--- config.mk ---
export PLATFORM = sky130hd
export DESIGN_NAME = terminal_char_controller
export DESIGN_NICKNAME = d
export VERILOG_FILES = /design/src/tcc_pkg.sv /design/src/tcc_cmd_if.sv /design/src/tcc_wb_slave.sv /design/src/tcc_irq.sv /design/src/terminal_char_controller.sv
export SDC_FILE = /design/constraint.sdc
export NUM_CORES = 1
export LEC_CHECK = 0
export BUFFER_PORTS_ARGS = -buffer_cell sky130_fd_sc_hd__buf_2
export CORE_UTILIZATION = 28
export DETAILED_ROUTE_END_ITERATION = 8
export PLACE_DENSITY = 0.6
export SLEW_MARGIN = 0
export SYNTH_ARGS = -nofsm -noshare
export SYNTH_HDL_FRONTEND = slang
export SYNTH_SLANG_ARGS = --single-unit
--- constraint.sdc ---
create_clock -name clk -period 4 [get_ports clk]
set_input_delay 1.2 -clock clk [delete_from_list [all_inputs] [get_ports clk]]
set_output_delay 1.2 -clock clk [all_outputs]
set_load 0.02 [all_outputs]
--- src/tcc_pkg.sv ---
// Shared constants and types of the terminal character controller
package tcc_pkg;
    // Register indices; the byte address is four times the index
    localparam logic [11:0] TCC_IDX_DATA = 12'h090;
    localparam logic [11:0] TCC_IDX_FUNC = 12'h091;
    localparam logic [31:0] TCC_ADR_DATA = {18'h00000, TCC_IDX_DATA, 2'h0};
    localparam logic [31:0] TCC_ADR_FUNC = {18'h00000, TCC_IDX_FUNC, 2'h0};
    // Director function bit positions
    localparam int TCC_F_CLEAR_CTL = 0;
    localparam int TCC_F_CLEAR_INT = 1;
    localparam int TCC_F_REQ_DATA = 2;
    localparam int TCC_F_REQ_DONE = 3;
    localparam int TCC_F_REQ_ALARM = 4;
    localparam int TCC_F_WRITE_MODE = 8;
    localparam int TCC_F_READ_MODE = 9;
    localparam int TCC_F_RECONNECT = 10;
    localparam int TCC_F_DISCONNECT = 13;
    // Director status bit positions
    localparam int TCC_S_ONE = 0;
    localparam int TCC_S_BUSY = 1;
    localparam int TCC_S_INT = 2;
    localparam int TCC_S_DATA = 3;
    localparam int TCC_S_DONE = 4;
    localparam int TCC_S_ALARM = 5;
    localparam int TCC_S_LOST = 6;
    localparam int TCC_S_PARITY = 7;
    localparam int TCC_S_READ = 9;
    localparam int TCC_S_ONE_HI = 10;
    localparam int TCC_S_MANUAL = 11;
    // Widths
    localparam int TCC_CHAR_W = 8;
    localparam int TCC_WORD_W = 16;
    // Bus slave states
    typedef enum logic [1:0] {
        TCC_IDLE = 2'b01,
        TCC_ANSWER = 2'b10
    } tcc_bus_state_type;
    // Even parity check over a whole character, parity position included
    function automatic logic tcc_parity_ok(input logic [7:0] ch);
        tcc_parity_ok = ~(^ch);
    endfunction
endpackage

--- src/tcc_cmd_if.sv ---
// Request and answer carrier between the bus slave and the controller core
`timescale 1ns/1ps
`default_nettype none
interface tcc_cmd_if;
    import tcc_pkg::*;
    logic req; // Instruction presented this cycle
    logic we; // Output from accumulator when high, input when low
    logic func; // Director address when high, data address when low
    logic [TCC_WORD_W-1:0] wdata; // Accumulator word sent
    logic accept; // Core takes the instruction
    logic [TCC_WORD_W-1:0] rdata; // Word returned to the accumulator
    modport slave (output req, output we, output func, output wdata,
                   input accept, input rdata);
    modport core (input req, input we, input func, input wdata,
                  output accept, output rdata);
endinterface
`default_nettype wire

--- src/tcc_wb_slave.sv ---
// Classic Wishbone slave that turns bus cycles into controller instructions
`timescale 1ns/1ps
`default_nettype none
module tcc_wb_slave
    import tcc_pkg::*;
(
    input wire logic clk,
    input wire logic reset,
    input wire logic wb_cyc_i,
    input wire logic wb_stb_i,
    input wire logic wb_we_i,
    input wire logic [31:0] wb_adr_i,
    input wire logic [3:0] wb_sel_i,
    input wire logic [31:0] wb_dat_i,
    output logic [31:0] wb_dat_o,
    output logic wb_ack_o,
    output logic wb_err_o,
    tcc_cmd_if.slave cmd
);
    typedef struct packed {
        tcc_bus_state_type state;
        logic ack;
        logic err;
        logic [31:0] dat;
    } tcc_wb_type;
    tcc_wb_type r; // Registered state
    tcc_wb_type next_r; // Next state
    logic hit; // Address names one of the two words

    // Decode and answer one request per bus cycle
    always_comb begin
        next_r = r;
        hit = (wb_adr_i == TCC_ADR_DATA) || (wb_adr_i == TCC_ADR_FUNC);
        cmd.req = 1'b0;
        cmd.we = wb_we_i;
        cmd.func = (wb_adr_i == TCC_ADR_FUNC);
        cmd.wdata = wb_dat_i[15:0] & {{8{wb_sel_i[1]}}, {8{wb_sel_i[0]}}};
        case (r.state)
            TCC_IDLE: begin
                next_r.ack = 1'b0;
                next_r.err = 1'b0;
                if (wb_cyc_i && wb_stb_i) begin
                    // Rejected or unmapped requests end with err
                    cmd.req = hit;
                    next_r.state = TCC_ANSWER;
                    next_r.ack = hit && cmd.accept;
                    next_r.err = !(hit && cmd.accept);
                    next_r.dat = {16'h0000, cmd.rdata};
                end
            end
            TCC_ANSWER: begin
                // Answer stands one cycle, then drops
                next_r.state = TCC_IDLE;
                next_r.ack = 1'b0;
                next_r.err = 1'b0;
            end
            default: begin
                next_r.state = TCC_IDLE;
            end
        endcase
    end

    // State register
    always_ff @(posedge clk or posedge reset) begin
        if (reset) begin
            r <= '{state: TCC_IDLE, ack: 1'b0, err: 1'b0, dat: 32'h00000000};
        end else begin
            r <= next_r;
        end
    end

    assign wb_ack_o = r.ack;
    assign wb_err_o = r.err;
    assign wb_dat_o = r.dat;
endmodule
`default_nettype wire

--- src/tcc_irq.sv ---
// Level-one interrupt combiner of the terminal character controller
`timescale 1ns/1ps
`default_nettype none
module tcc_irq
    import tcc_pkg::*;
(
    input wire logic clk,
    input wire logic reset,
    input wire logic req_data,
    input wire logic req_done,
    input wire logic req_alarm,
    input wire logic data_status,
    input wire logic busy,
    input wire logic alarm,
    input wire logic manual,
    output logic irq_level1
);
    typedef struct packed {
        logic irq;
    } tcc_irq_type;
    tcc_irq_type r; // Registered state
    tcc_irq_type next_r; // Next state

    // Any of the four conditions holds the line
    always_comb begin
        next_r.irq = (req_data && data_status)
            || (req_done && !busy)
            || (alarm && req_alarm)
            || manual;
    end

    // Line register; level one corresponds to mask bit 01
    always_ff @(posedge clk or posedge reset) begin
        if (reset) begin
            r <= '{irq: 1'b0};
        end else begin
            r <= next_r;
        end
    end

    assign irq_level1 = r.irq;
endmodule
`default_nettype wire

--- src/terminal_char_controller.sv ---
// Terminal character controller core with Wishbone access and terminal port
// Functional notes
// - Status read always accepted, never rejected
// - Data read places character in low byte
// - Data read changes only the low byte; the word returned here has its upper byte zero
// - Data read needs a held character
// - Clear controller selects read; else mode function
// - Completed data read clears data status
// - Data write only in write mode, not busy
// - Interrupt selections persist until cleared
// - Interrupt goes out on level one
// - Data request with data status interrupts
// - Done request while not busy interrupts
// - Alarm status with alarm request interrupts
// - Manual interrupt status always interrupts
// - No program protection check on commands
// - Characters are eight bits, even parity
// - Data at 0090, director at 0091
// - Clear controller resets requests, states, mode, printer
// - Function bits 2,3,4 select interrupt requests
// - Data status follows mode-specific readiness
//
// The register addresses and the Wishbone interface to the registers were left to the implementer.
`timescale 1ns/1ps
`default_nettype none
module terminal_char_controller
    import tcc_pkg::*;
(
    input wire logic clk,
    input wire logic reset,
    input wire logic wb_cyc_i,
    input wire logic wb_stb_i,
    input wire logic wb_we_i,
    input wire logic [31:0] wb_adr_i,
    input wire logic [3:0] wb_sel_i,
    input wire logic [31:0] wb_dat_i,
    output logic [31:0] wb_dat_o,
    output logic wb_ack_o,
    output logic wb_err_o,
    input wire logic rx_valid,
    input wire logic [7:0] rx_char,
    output logic rx_ready,
    output logic tx_valid,
    output logic [7:0] tx_char,
    input wire logic tx_ready,
    input wire logic manual_pulse,
    output logic echo_enable,
    output logic irq_level1
);
    typedef struct packed {
        logic write_mode; // Output operation selected
        logic hold_full; // Hold register has a character for the computer
        logic [7:0] hold; // Received character
        logic tx_pending; // Character waiting to go to the terminal
        logic [7:0] tx_char; // Character being sent
        logic lost; // Lost data alarm
        logic parity_err; // Parity alarm
        logic manual; // Manual interrupt status
        logic req_data; // Data interrupt request
        logic req_done; // Operation done interrupt request
        logic req_alarm; // Alarm interrupt request
        logic printer_on; // Echo to printer or display
    } tcc_ctl_type;
    tcc_ctl_type r; // Registered state
    tcc_ctl_type next_r; // Next state

    tcc_cmd_if cmd(); // Instruction carrier from the bus slave

    logic busy; // Busy status
    logic data_status; // Data status
    logic alarm; // Alarm status
    logic irq_now; // Interrupt status bit
    logic data_rd; // Data read presented
    logic data_wr; // Data write presented
    logic func_wr; // Director function presented
    logic mode_sel; // Function asks for a mode change
    logic other_fn; // Function holds a bit always performed
    logic [15:0] status_word; // Director status
    logic [15:0] fn; // Function word

    // Bus slave
    tcc_wb_slave u_wb (
        .clk(clk),
        .reset(reset),
        .wb_cyc_i(wb_cyc_i),
        .wb_stb_i(wb_stb_i),
        .wb_we_i(wb_we_i),
        .wb_adr_i(wb_adr_i),
        .wb_sel_i(wb_sel_i),
        .wb_dat_i(wb_dat_i),
        .wb_dat_o(wb_dat_o),
        .wb_ack_o(wb_ack_o),
        .wb_err_o(wb_err_o),
        .cmd(cmd.slave)
    );

    // Interrupt combiner
    tcc_irq u_irq (
        .clk(clk),
        .reset(reset),
        .req_data(r.req_data),
        .req_done(r.req_done),
        .req_alarm(r.req_alarm),
        .data_status(data_status),
        .busy(busy),
        .alarm(alarm),
        .manual(r.manual),
        .irq_level1(irq_level1)
    );

    // Derived status
    always_comb begin
        busy = r.write_mode ? r.tx_pending : r.hold_full;
        data_status = r.write_mode ? !r.tx_pending : r.hold_full;
        alarm = r.lost || r.parity_err;
        irq_now = irq_level1;
        status_word = 16'h0000;
        status_word[TCC_S_ONE] = 1'b1;
        status_word[TCC_S_BUSY] = busy;
        status_word[TCC_S_INT] = irq_now;
        status_word[TCC_S_DATA] = data_status;
        status_word[TCC_S_DONE] = !busy;
        status_word[TCC_S_ALARM] = alarm;
        status_word[TCC_S_LOST] = r.lost;
        status_word[TCC_S_PARITY] = r.parity_err;
        status_word[TCC_S_READ] = !r.write_mode;
        status_word[TCC_S_ONE_HI] = 1'b1;
        status_word[TCC_S_MANUAL] = r.manual;
    end

    // Instruction decode and acceptance; no protect input exists at all
    always_comb begin
        fn = cmd.wdata;
        data_rd = cmd.req && !cmd.we && !cmd.func;
        data_wr = cmd.req && cmd.we && !cmd.func;
        func_wr = cmd.req && cmd.we && cmd.func;
        mode_sel = fn[TCC_F_WRITE_MODE] || fn[TCC_F_READ_MODE];
        other_fn = fn[TCC_F_CLEAR_CTL] || fn[TCC_F_CLEAR_INT] || fn[TCC_F_REQ_DATA]
            || fn[TCC_F_REQ_DONE] || fn[TCC_F_REQ_ALARM] || fn[TCC_F_RECONNECT]
            || fn[TCC_F_DISCONNECT];
        cmd.accept = 1'b1;
        cmd.rdata = status_word;
        if (!cmd.func) begin
            // Only the low byte carries a character; the upper byte reads as zero
            cmd.rdata = {8'h00, r.hold};
            if (cmd.we) begin
                cmd.accept = r.write_mode && !r.tx_pending;
            end else begin
                cmd.accept = !r.write_mode && r.hold_full;
            end
        end else if (cmd.we) begin
            // Refused only when nothing in the word can be done
            cmd.accept = other_fn || !mode_sel || !busy;
        end
    end

    // Controller state update
    always_comb begin
        next_r = r;
        // Terminal takes the outgoing character
        if (r.tx_pending && tx_ready) begin
            next_r.tx_pending = 1'b0;
        end
        // Incoming character from keyboard or reader
        if (rx_valid && !r.write_mode) begin
            if (r.hold_full || r.lost) begin
                next_r.lost = 1'b1;
            end else begin
                next_r.hold = rx_char;
                next_r.hold_full = 1'b1;
                next_r.parity_err = r.parity_err || !tcc_parity_ok(rx_char);
            end
        end
        // Data read empties the hold register
        if (data_rd && cmd.accept) begin
            next_r.hold_full = 1'b0;
        end
        // Data write loads the outgoing character
        if (data_wr && cmd.accept) begin
            next_r.tx_char = cmd.wdata[7:0];
            next_r.tx_pending = 1'b1;
        end
        if (func_wr && cmd.accept) begin
            // Clear interrupt
            if (fn[TCC_F_CLEAR_INT]) begin
                next_r.req_data = 1'b0;
                next_r.req_done = 1'b0;
                next_r.req_alarm = 1'b0;
                next_r.manual = 1'b0;
            end
            // Clear controller
            if (fn[TCC_F_CLEAR_CTL]) begin
                next_r.req_data = 1'b0;
                next_r.req_done = 1'b0;
                next_r.req_alarm = 1'b0;
                next_r.manual = 1'b0;
                next_r.hold_full = 1'b0;
                next_r.tx_pending = 1'b0;
                next_r.lost = 1'b0;
                next_r.parity_err = 1'b0;
                next_r.write_mode = 1'b0;
                next_r.printer_on = 1'b1;
            end else if (!busy) begin
                // Mode change only when idle
                if (fn[TCC_F_WRITE_MODE]) begin
                    next_r.write_mode = 1'b1;
                    // A character lost at this very edge still counts
                    next_r.lost = rx_valid && !r.write_mode && r.lost;
                end else if (fn[TCC_F_READ_MODE]) begin
                    next_r.write_mode = 1'b0;
                end
            end
            // Selections win over the clears in the same word
            if (fn[TCC_F_REQ_DATA]) begin
                next_r.req_data = 1'b1;
            end
            if (fn[TCC_F_REQ_DONE]) begin
                next_r.req_done = 1'b1;
            end
            if (fn[TCC_F_REQ_ALARM]) begin
                next_r.req_alarm = 1'b1;
            end
            // Echo control
            if (fn[TCC_F_DISCONNECT]) begin
                next_r.printer_on = 1'b0;
            end
            if (fn[TCC_F_RECONNECT]) begin
                next_r.printer_on = 1'b1;
            end
        end
        // Manual interrupt wins over a clear in the same cycle
        if (manual_pulse) begin
            next_r.manual = 1'b1;
        end
    end

    // State register
    always_ff @(posedge clk or posedge reset) begin
        if (reset) begin
            r <= '{write_mode: 1'b0, hold_full: 1'b0, hold: 8'h00, tx_pending: 1'b0,
                   tx_char: 8'h00, lost: 1'b0, parity_err: 1'b0, manual: 1'b0,
                   req_data: 1'b0, req_done: 1'b0, req_alarm: 1'b0, printer_on: 1'b1};
        end else begin
            r <= next_r;
        end
    end

    // Terminal side; keyboard locked out after lost data
    assign rx_ready = !r.write_mode && !r.hold_full && !r.lost;
    assign tx_valid = r.tx_pending;
    assign tx_char = r.tx_char;
    assign echo_enable = r.printer_on;
endmodule
`default_nettype wire

# Word level (Yosys, flattened, before mapping)
# Index checks and enable logic that the tools add are counted.
[word_totals]
word_cells = 126
inputBits = 84
reg_bits = 47
output_inout_bits = 46
[classes]
eq_ne = 6
n_reduce_logical = 62
muxes = 39
n_bitwise = 2
[ops]
columns = ["operator", "n"]
rows = [
  ["== test 32 x 10 -> 1 bit (second input constant)", 2],
  ["2-to-1 mux 36 bit", 1],
  ["2-to-1 mux 1 bit", 28],
  ["2-to-1 mux 9 bit", 3],
  ["logical AND 1 bit", 20],
  ["nonzero test 3 bit", 6],
  ["logical OR 1 bit", 16],
  ["bitwise AND 14 bit", 1],
  ["AND reduction 2 bit", 7],
  ["2-to-1 mux 12 bit", 1],
  ["zero test 1 bit", 9],
  ["parity 8 bit", 1],
  ["2-to-1 mux 7 bit", 1],
  ["2-to-1 mux 6 bit", 1],
  ["2-to-1 mux 2 bit", 2],
  ["2-to-1 mux 4 bit", 1],
  ["case mux 2 bit (2 select lines)", 1],
  ["nonzero test 2 bit", 2],
  ["AND reduction 3 bit", 1],
  ["== test 2 x 1 -> 1 bit (second input constant)", 1],
  ["== test 2 bit (second input constant)", 1],
  ["!= test 2 x 1 -> 1 bit (second input constant)", 1],
  ["!= test 2 bit (second input constant)", 1],
  ["NOT 1 bit", 1],
]

# Logic depth before layout (Yosys ltp)
# Gate-level depths: netlist of run 1.
[depth]
ltp_word = 15
ltp_mapped = 6
ltp_nobuf = 6

# Hierarchy
# A second synthesis of run 1 with hierarchy kept.
[hier_totals]
hier_cells = 248
area_unflattened_um2 = 2678.8
[modules_own_cells]
columns = ["mod", "instances", "area_per_inst_um2", "seq_area_each_um2", "cells_each"]
rows = [
  ["terminal_char_controller", 1, 1373.8, 651.9, 126],
  ["tcc_wb_slave", 1, 1252.5, 501.7, 116],
  ["tcc_irq", 1, 52.6, 25.0, 6],
]

# Worst setup path before layout of run 1
# No wires, ideal clock.
[synth_timing]
kind = "input-to-reg"
from = "input port wb_adr_i[14]"
to = "register r (netlist bit tx_char[0])"
setup_time_ps = 125
path_buffers = 1
required_ps = 3875
t_arrival_ps = 2394
stages = 5
slack_ps = 1481
path_cell_list = "nor4_2 > nand4_1 > nor4_2 > buf_6 > mux2_4"
[synth_via]
elab_chain_cells = 7
elab_cells_between_ends = 10
classes_between = "2 x eq/ne; 3 x mux; 5 x reduce/logical"
[synth_rtl]
columns = ["element", "line_no", "source"]
rows = [
  ["from (decl)", "terminal_char_controller.sv:34", "input wire logic [31:0] wb_adr_i,"],
  ["== test 32 x 10 -> 1 bit (on tied branches)", "tcc_wb_slave.sv:33, tcc_wb_slave.sv:36", ""],
  ["logical OR 1 bit", "tcc_wb_slave.sv:33", "hit = (wb_adr_i == TCC_ADR_DATA) || (wb_adr_i == TCC_ADR_FUNC);"],
  ["2-to-1 mux 1 bit", "tcc_wb_slave.sv:42", "if (wb_cyc_i && wb_stb_i) begin"],
  ["2-to-1 mux 1 bit", "tcc_wb_slave.sv:38", "case (r.state)"],
  ["logical AND 1 bit (2 in a row)", "terminal_char_controller.sv:135", "data_wr = cmd.req && cmd.we && !cmd.func;"],
  ["logical AND 1 bit *", "terminal_char_controller.sv:179", "if (data_wr && cmd.accept) begin"],
  ["to (signal assigned)", "terminal_char_controller.sv:240", "r <= '{write_mode: 1'b0, hold_full: 1'b0, hold: 8'h00, tx_pending: 1'b0,"],
  ["to (signal assigned)", "terminal_char_controller.sv:244", "r <= next_r;"],
  ["to (decl)", "terminal_char_controller.sv:64", "tcc_ctl_type r;"],
]
# Every way passes the cells marked *; elsewhere a longest branch is shown, timed or not.
# A chain may end at the register's enable or synchronous reset.

# Worst setup path after layout of run 1
[layout_timing]
from = "input port wb_adr_i[27]"
to = "register r (netlist bit tx_char[0])"
# The elaborated chain is that of the path after synthesis.

==> metrics.yaml, run 1 <==
multi_input_area_um2: 1190
crit_type: "input pin to flip-flop"
grt_busiest_layer: "met2"
worst_pin_slew_ns: 0.837
grt.total_usage_pct: 13.6
fin_util_pct: 33.7
fmax_mhz: 384
async_reset_ff_share_pct: 100
dr.pass1.iters: 8
start_util_pct: 29.3
grt_overflow_total: 0
holdBufCountCts: 0
hp-class: "flip-flop to flip-flop"
crit_path_start: "wb_adr_i[27]"
synth_top_family_by_area: "simple AND/OR/NAND/NOR gates"
final_common_cell: "buf_2"
ctsRootBufferMaster: "clkbuf_8"
n_fill_cell: 923
port_buffers: 86
cts.htree.levels: 2
postCtsSetupRepairBufs: 0
clkTransAtPathRegs_ns: 0.09
syn-cell-area_um2: 2590
cp-end-kind: "flip-flop"
min_path_cells: 2
dieArea_um2: 9640
viasPerCell: 4.77
antenna_found_initial: 0
ant_nets: 0
hpwlAfterDp_mm: 4.77
rr_endpoint: "tx_char[0]"
synthCells: 261
period_needed_ns: 2.60
syn_avg_cell_area_um2: 9.93
drt_wl_total_mm: 6.38
fin_crit_sh_pct: 65.0
synth_cell_types: 50
clock_sinks: 42
worstSetupStartpointType: "input pin"
ys_ff_latch: 42
final_cell_mix: "buf_2, dfrtp_1, nand2_1, conb_1, inv_1"
slew-limit-headroom_pct: 43.8
synth-edff-count: 0
dieHeight_um: 98.2
r2r_setup_slack_ns: 1.76
ios: 130
ff2ff_path_depth: 5
rows: 34
regArea_um2: 1050
p_leak_uw: 0.00139
p_per_area_nw_per_um2: 385
synth_mux_area_share_pct: 8.69
wl_per_cell_um: 14.7
grt_pass1_wl_mm: 10.2
nets: 411
drv_slew: 0
clk_latency_ns: 0.31
finalClockSkew_ns: 0.0119
core_area_um2: 8850
gp_congestion: 0.843
synth_warnings: 0
cp.arrival_ns: 2.80
endpoint: "tx_char[0]"
cap_viol_max_count: 0
use_met1_pct: 18.8
final_cell_area_um2: 2980
yosys.area_share.simple_pct: 16.6
hold_viol: 0
path_max_fanout: 11
synth-main-ff-cell: "dfrtp_1"
areaGrowthSynthToFinish_pct: 14.9
drive_above_1_share_pct: 35.9
worstReg2RegStart: "u_wb.r[34]"
numCtsBuffers: 5
cts-root-to-sink-buffers: 2
rsz0062_at_grt: "false"
synth_xor_area_share_pct: 2.37
status: "finished clean"
cts_tree: "done"
grtUsageMet3_pct: 3.15
diodes: 0
drtIter0Drc: 97
remaining_drc_errors: 0
dr_total_vias: 2069
required_ns: 4.20
synth_compound_area_share_pct: 14.2
peakVddDrop_mv: 0.175
finalSetupViolCount: 0
grt_max_degree: 43
die_w_um: 98.2
grt_pass1_vias: 1996
ctsResizeCount: 0
setup_tns_ns: 0
dpl-instance-area_um2: 2890
yosysSeqAreaShare_pct: 40.7
synth_fa_ha_area_share_pct: 0.966
grt_util_met2_pct: 20.9
==> logic make-up after synthesis <==
family | after synthesis
other cells | 1
simple gates | 72
fa+ha+maj | 2
mux | 18
xor+xnor | 7
compound gates | 53
flops | 42
buf+inv | 66
==> cells in the mapped netlist, types with 5 or more instances <==
cell | n | share of area, %
mux2_4 | 9 | 5.2
o21ai_0 | 6 | 1.2
nor2_1 | 11 | 1.6
mux2i_1 | 9 | 3.5
o31ai_1 | 8 | 2.3
nand2_1 | 22 | 3.2
nand4_1 | 8 | 1.9
nand3_1 | 5 | 0.97
a21oi_1 | 6 | 1.2
o21ai_1 | 6 | 1.2
clkbuf_1 | 6 | 0.87
a31oi_1 | 8 | 1.9
xnor2_1 | 7 | 2.4
buf_4 | 42 | 12
dfrtp_1 | 40 | 39
nor4_2 | 7 | 3.4
inv_1 | 13 | 1.9
==> how the worst min path moves through the flow <==
stage                          start               end  slack, ns
finish              u_wb.wb_dat_o[9]  u_wb.wb_dat_o[9]       0.48
floorplan                 u_wb.r[34]        u_wb.r[34]       0.45
global placement          u_wb.r[34]        u_wb.r[34]       0.46
global route              u_wb.r[34]        u_wb.r[34]       0.51
CTS                 u_wb.wb_dat_o[9]  u_wb.wb_dat_o[9]       0.48
detailed placement  u_wb.wb_dat_o[9]  u_wb.wb_dat_o[9]       0.46
==> layout make-up <==
type | count | area share (%)
repair buffers | 90 | 15.5
clock inverters | 1 | 0.168
clock buffers | 7 | 2.90
inverters | 13 | 1.64
multi-input cells | 173 | 39.9
well taps | 108 | 4.54
flip-flops and latches | 42 | 35.4
==> state kept, by name (all words and copies together), names as in the netlist <==
| signal | flops |
|---|---|
| echo_enable | 1 |
| r | 16 |
| tx_char | 8 |
| tx_valid | 1 |
| u_irq.irq_level1 | 1 |
| u_wb.r | 2 |
| u_wb.wb_ack_o | 1 |
| u_wb.wb_dat_o | 11 |
| u_wb.wb_err_o | 1 |
==> per-stage QoR <==
stage               cells  setup slack (ns)  power [µW]  hold WS, ns
finish                434              1.40        1150        0.478
global route          434              1.28        1220        0.515
CTS                   434              1.37        1160        0.481
detailed placement    426              1.03         868        0.461
global placement      426              1.07         862        0.458
floorplan             281              1.48         817        0.449
==> critical path, stage by stage <==
cell	delay (ns)
buf_2	0.10
nor4_2	0.30
nand4_1	0.15
buf_4	0.21
nor4_2	0.26
buf_4	0.25
mux2_4	0.31
==> where the power goes <==
part           switching [µW]  internal [µW]  total (µW)  leakage (µW)
clock                     151            139         290     0.0000482
sequential               34.8            488         523      0.000487
combinational             202            132         334      0.000856
==> metal layers <==
layer / vias up / share of wire, %
li1: 1004 / -
met1: 994 / 48
met2: 63 / 46
met3: 8 / 4.7
met4: 0 / 1.2
met5: - / 0
No activity file was read; power rests on OpenSTA's default activity.
==> inputs of run 2 (changes only) <==
--- a/config.mk
+++ b/config.mk
@@ -5,10 +5,11 @@
 export SDC_FILE = /design/constraint.sdc
 export NUM_CORES = 1
 export LEC_CHECK = 0
+export ABC_AREA = 1
 export BUFFER_PORTS_ARGS = -buffer_cell sky130_fd_sc_hd__buf_2
 export CORE_UTILIZATION = 28
 export DETAILED_ROUTE_END_ITERATION = 8
-export PLACE_DENSITY = 0.6
+export PLACE_DENSITY = 0.62
 export SLEW_MARGIN = 0
 export SYNTH_ARGS = -nofsm -noshare
 export SYNTH_HDL_FRONTEND = slang
==> constraint.sdc (replaced) <==
create_clock -name clk -period 2.2 [get_ports clk]
set_input_delay 0.66 -clock clk [delete_from_list [all_inputs] [get_ports clk]]
set_output_delay 0.66 -clock clk [all_outputs]
set_load 0.02 [all_outputs]
==> metrics.yaml, run 2 <==
dr_total_vias: 2372  # +15%
hold_slack_ns: 0.467  # -0.0109 ns
clkTransAtPathRegs_ns: 0.09  # about the same
syn_avg_cell_area_um2: 7.46  # -25%
synth_top_area_share_pct: 37.4  # -1.2 points
p_seq_share_pct: 41.4  # -4.2 points
synth_warnings: 0  # unchanged
hpwlAfterDp_mm: 4.89  # +2.5%
port_buffers: 86  # unchanged
p_per_area_nw_per_um2: 671  # +74%
switching_share_pct: 30.7  # -3.1 points
areaGrowthSynthToFinish_pct: 19.9
gp_congestion: 0.768  # -8.9%
dieHeight_um: 99.8  # +1.6%
cp.arrival_ns: 1.24  # -1.56 ns
ant_nets: 0  # unchanged
hp-start: "echo_enable"
final_cell_mix: "nand2_1, buf_2, inv_1, dfrtp_1, nor2_1"
rr_endpoint: "tx_char[4]"
remaining_drc_errors: 0  # unchanged
ios: 130  # unchanged
largest-register: "r"
worst_pin_slew_ns: 0.537  # -0.300 ns
cts_tree: "done"
numCtsBuffers: 5  # unchanged
p_int_uw: 1490  # +97%
synth.most_common_cell: "nand2_1"
clk_latency_ns: 0.30  # about the same
largest_reg_flops: 16  # unchanged
drv_slew: 0  # unchanged
dp_slack_ns: 0.0539  # -0.976 ns
slew-limit-headroom_pct: 64.2  # +20 points
yosysTopAreaCell: "dfrtp_1"
drtIter0Drc: 106  # +9.3%
start_util_pct: 29.0  # -0.31 points
finalSetupViolCount: 0  # unchanged
hp-class: "flip-flop to flip-flop"
worstReg2RegStart: "u_wb.r[34]"
fin_ws_ns: 0.295  # -1.10 ns
r2r_setup_slack_ns: 0.35  # -1.41 ns
antenna_found_initial: 0  # unchanged
setup_tns_ns: 0  # unchanged
drt_wl_total_mm: 6.06  # -5.0%
min_path_cells: 2  # unchanged
synth_commonest_cells: "nand2_1, inv_1, buf_4"
peakVddDrop_mv: 0.295  # +69%
finalClockSkew_ns: 0.0132  # +0.00136 ns
stdcell_count: 566  # +30%
grt_pass1_wl_mm: 10.2  # +0.68%
ctsRootBufferMaster: "clkbuf_8"
wl_per_cell_um: 10.7  # -27%
p_leak_uw: 0.00183  # +32%
synth_cell_types: 35  # -30%
hold_end: "echo_enable"
final_common_cell: "nand2_1"
fin_util_pct: 34.7  # +1.1 points
ctsResizeCount: 0  # unchanged
dr.pass1.iters: 5  # -3
crit_type: "flip-flop to output pin"
ff2ff_path_depth: 8  # +3
clock_sinks: 42  # unchanged
core_area_um2: 9240  # +4.4%
place_inst: 558  # +31%
cap_viol_max_count: 0  # unchanged
clockPowerShare_pct: 34.5  # +9.2 points
p_switching_uw: 661  # +71%
cp-end-kind: "output pin"
syn-cell-area_um2: 2680  # +3.3%
status: "finished clean"
drive_above_1_share_pct: 30.0  # -5.9 points
yosysSeqAreaShare_pct: 39.3  # -1.3 points
rsz0062_at_grt: "false"
ys_ff_latch: 42  # unchanged
grt_pass1_vias: 2320  # +16%
holdBufCountCts: 0  # unchanged
worstSetupStartpointType: "flip-flop"
die_w_um: 99.8  # +1.6%
synth-edff-count: 0  # unchanged
synth.area.top_cells: "dfrtp_1, nand2_1, buf_4, inv_1, nor2_1"
synth-main-ff-cell: "dfrtp_1"
cts.htree.levels: 2  # unchanged
grt.total_usage_pct: 12.9  # -0.65 points
nets: 522  # +27%
postCtsSetupRepairBufs: 0  # unchanged
dieArea_um2: 9960  # +3.3%
combPwrFrac_pct: 24.1  # -5.0 points
rows: 35  # +2.9%
cp_slowest_cell: "dfrtp_1"
fmax_mhz: 525
diodes: 0  # unchanged
hold_viol: 0  # unchanged
max_stage_delay_ns: 0.46  # +0.15 ns
async_reset_ff_share_pct: 100  # unchanged
path_cells: "nor3_1, buf_2"
required_ns: 1.54  # -2.66 ns
synthCells: 359  # +38%
path_max_fanout: 6  # -5
fin_crit_sh_pct: 86.6
grt_overflow_total: 0  # unchanged
period_needed_ns: 1.90
cts-root-to-sink-buffers: 2  # unchanged
grt_max_degree: 43  # unchanged
viasPerCell: 4.19  # -12%
run 2: changes by cell type after synthesis, moves of 9 or more:
| cell | previous run | this run |
|---|---|---|
| nor2_1 | 11 | 31 |
| o21ai_0 | 6 | 20 |
| nor2_2 | 0 | 9 |
| mux2i_1 | 9 | 0 |
| inv_1 | 13 | 43 |
| nand2_1 | 22 | 110 |
| mux2_4 | 9 | 0 |
run 2: critical path, delay by kind of cell (launching register included):
| kind | cells | cell delay, ns |
|---|---|---|
| AND/OR/NAND/NOR | 1 | 0.27 |
| flip-flops | 1 | 0.46 |
| buffers and inverters | 1 | 0.22 |
run 2: worst max path at each step:
stage / start / depth (start not counted) / slack [ns] / to
CTS: r[25] / 2 / 0.29 / rx_ready
global route: u_wb.r[34] / 8 / 0.19 / tx_char[2]
detailed placement: wb_adr_i[31] / 9 / 0.05 / r[5]
global placement: wb_adr_i[31] / 9 / 0.07 / r[5]
floorplan: wb_adr_i[31] / 11 / 0.40 / tx_char[0]
finish: r[25] / 2 / 0.30 / rx_ready
run 2: layout make-up:
cell class	count	area, µm²
fillers	991	6030
multi-input cells	248	1200
flip-flops and latches	42	1050
repair buffers	93	483
inverters	46	173
well taps	129	161
clock buffers	5	68.8
clock inverters	3	68.8
run 2: metrics by stage:
| stage | instance area [µm²] | total power (µW) |
|---|---|---|
| global placement | 3070 | 1410 |
| CTS | 3210 | 2180 |
| finish | 3210 | 2160 |
| global route | 3210 | 2290 |
| detailed placement | 3070 | 1430 |
| floorplan | 2750 | 1330 |
run 2: cell families (layout without fill, tap and decap cells):
family / Yosys count / in the layout / synth area share, %
other: 1 / 21 / 0.140
adder cells (fa/ha/maj): 2 / 2 / 0.934
buffers and inverters: 89 / 147 / 18.6
flip-flops: 42 / 42 / 39.3
XOR/XNOR: 4 / 4 / 1.31
AO/OA/AOI/OAI: 44 / 44 / 10.1
AND/OR/NAND/NOR: 177 / 177 / 29.6
run 2: power by group through the flow:
stage	logic, µW	registers, µW	clock network [µW]
2_1_floorplan	426	902	0
3_3_place_gp	512	902	0
3_5_place_dp	524	907	0
4_1_cts	528	894	761
5_1_grt	591	901	797
6_report	519	892	744
run 2: per-layer routing:
metal | part of all wire, % | track usage, % | wire length [µm]
met2 | 51 | 23.7 | 3100
met5 | 0 | 0 | 0
met1 | 43 | 14.8 | 2580
met3 | 4.9 | 2.79 | 298
met4 | 1.4 | 4.41 | 82
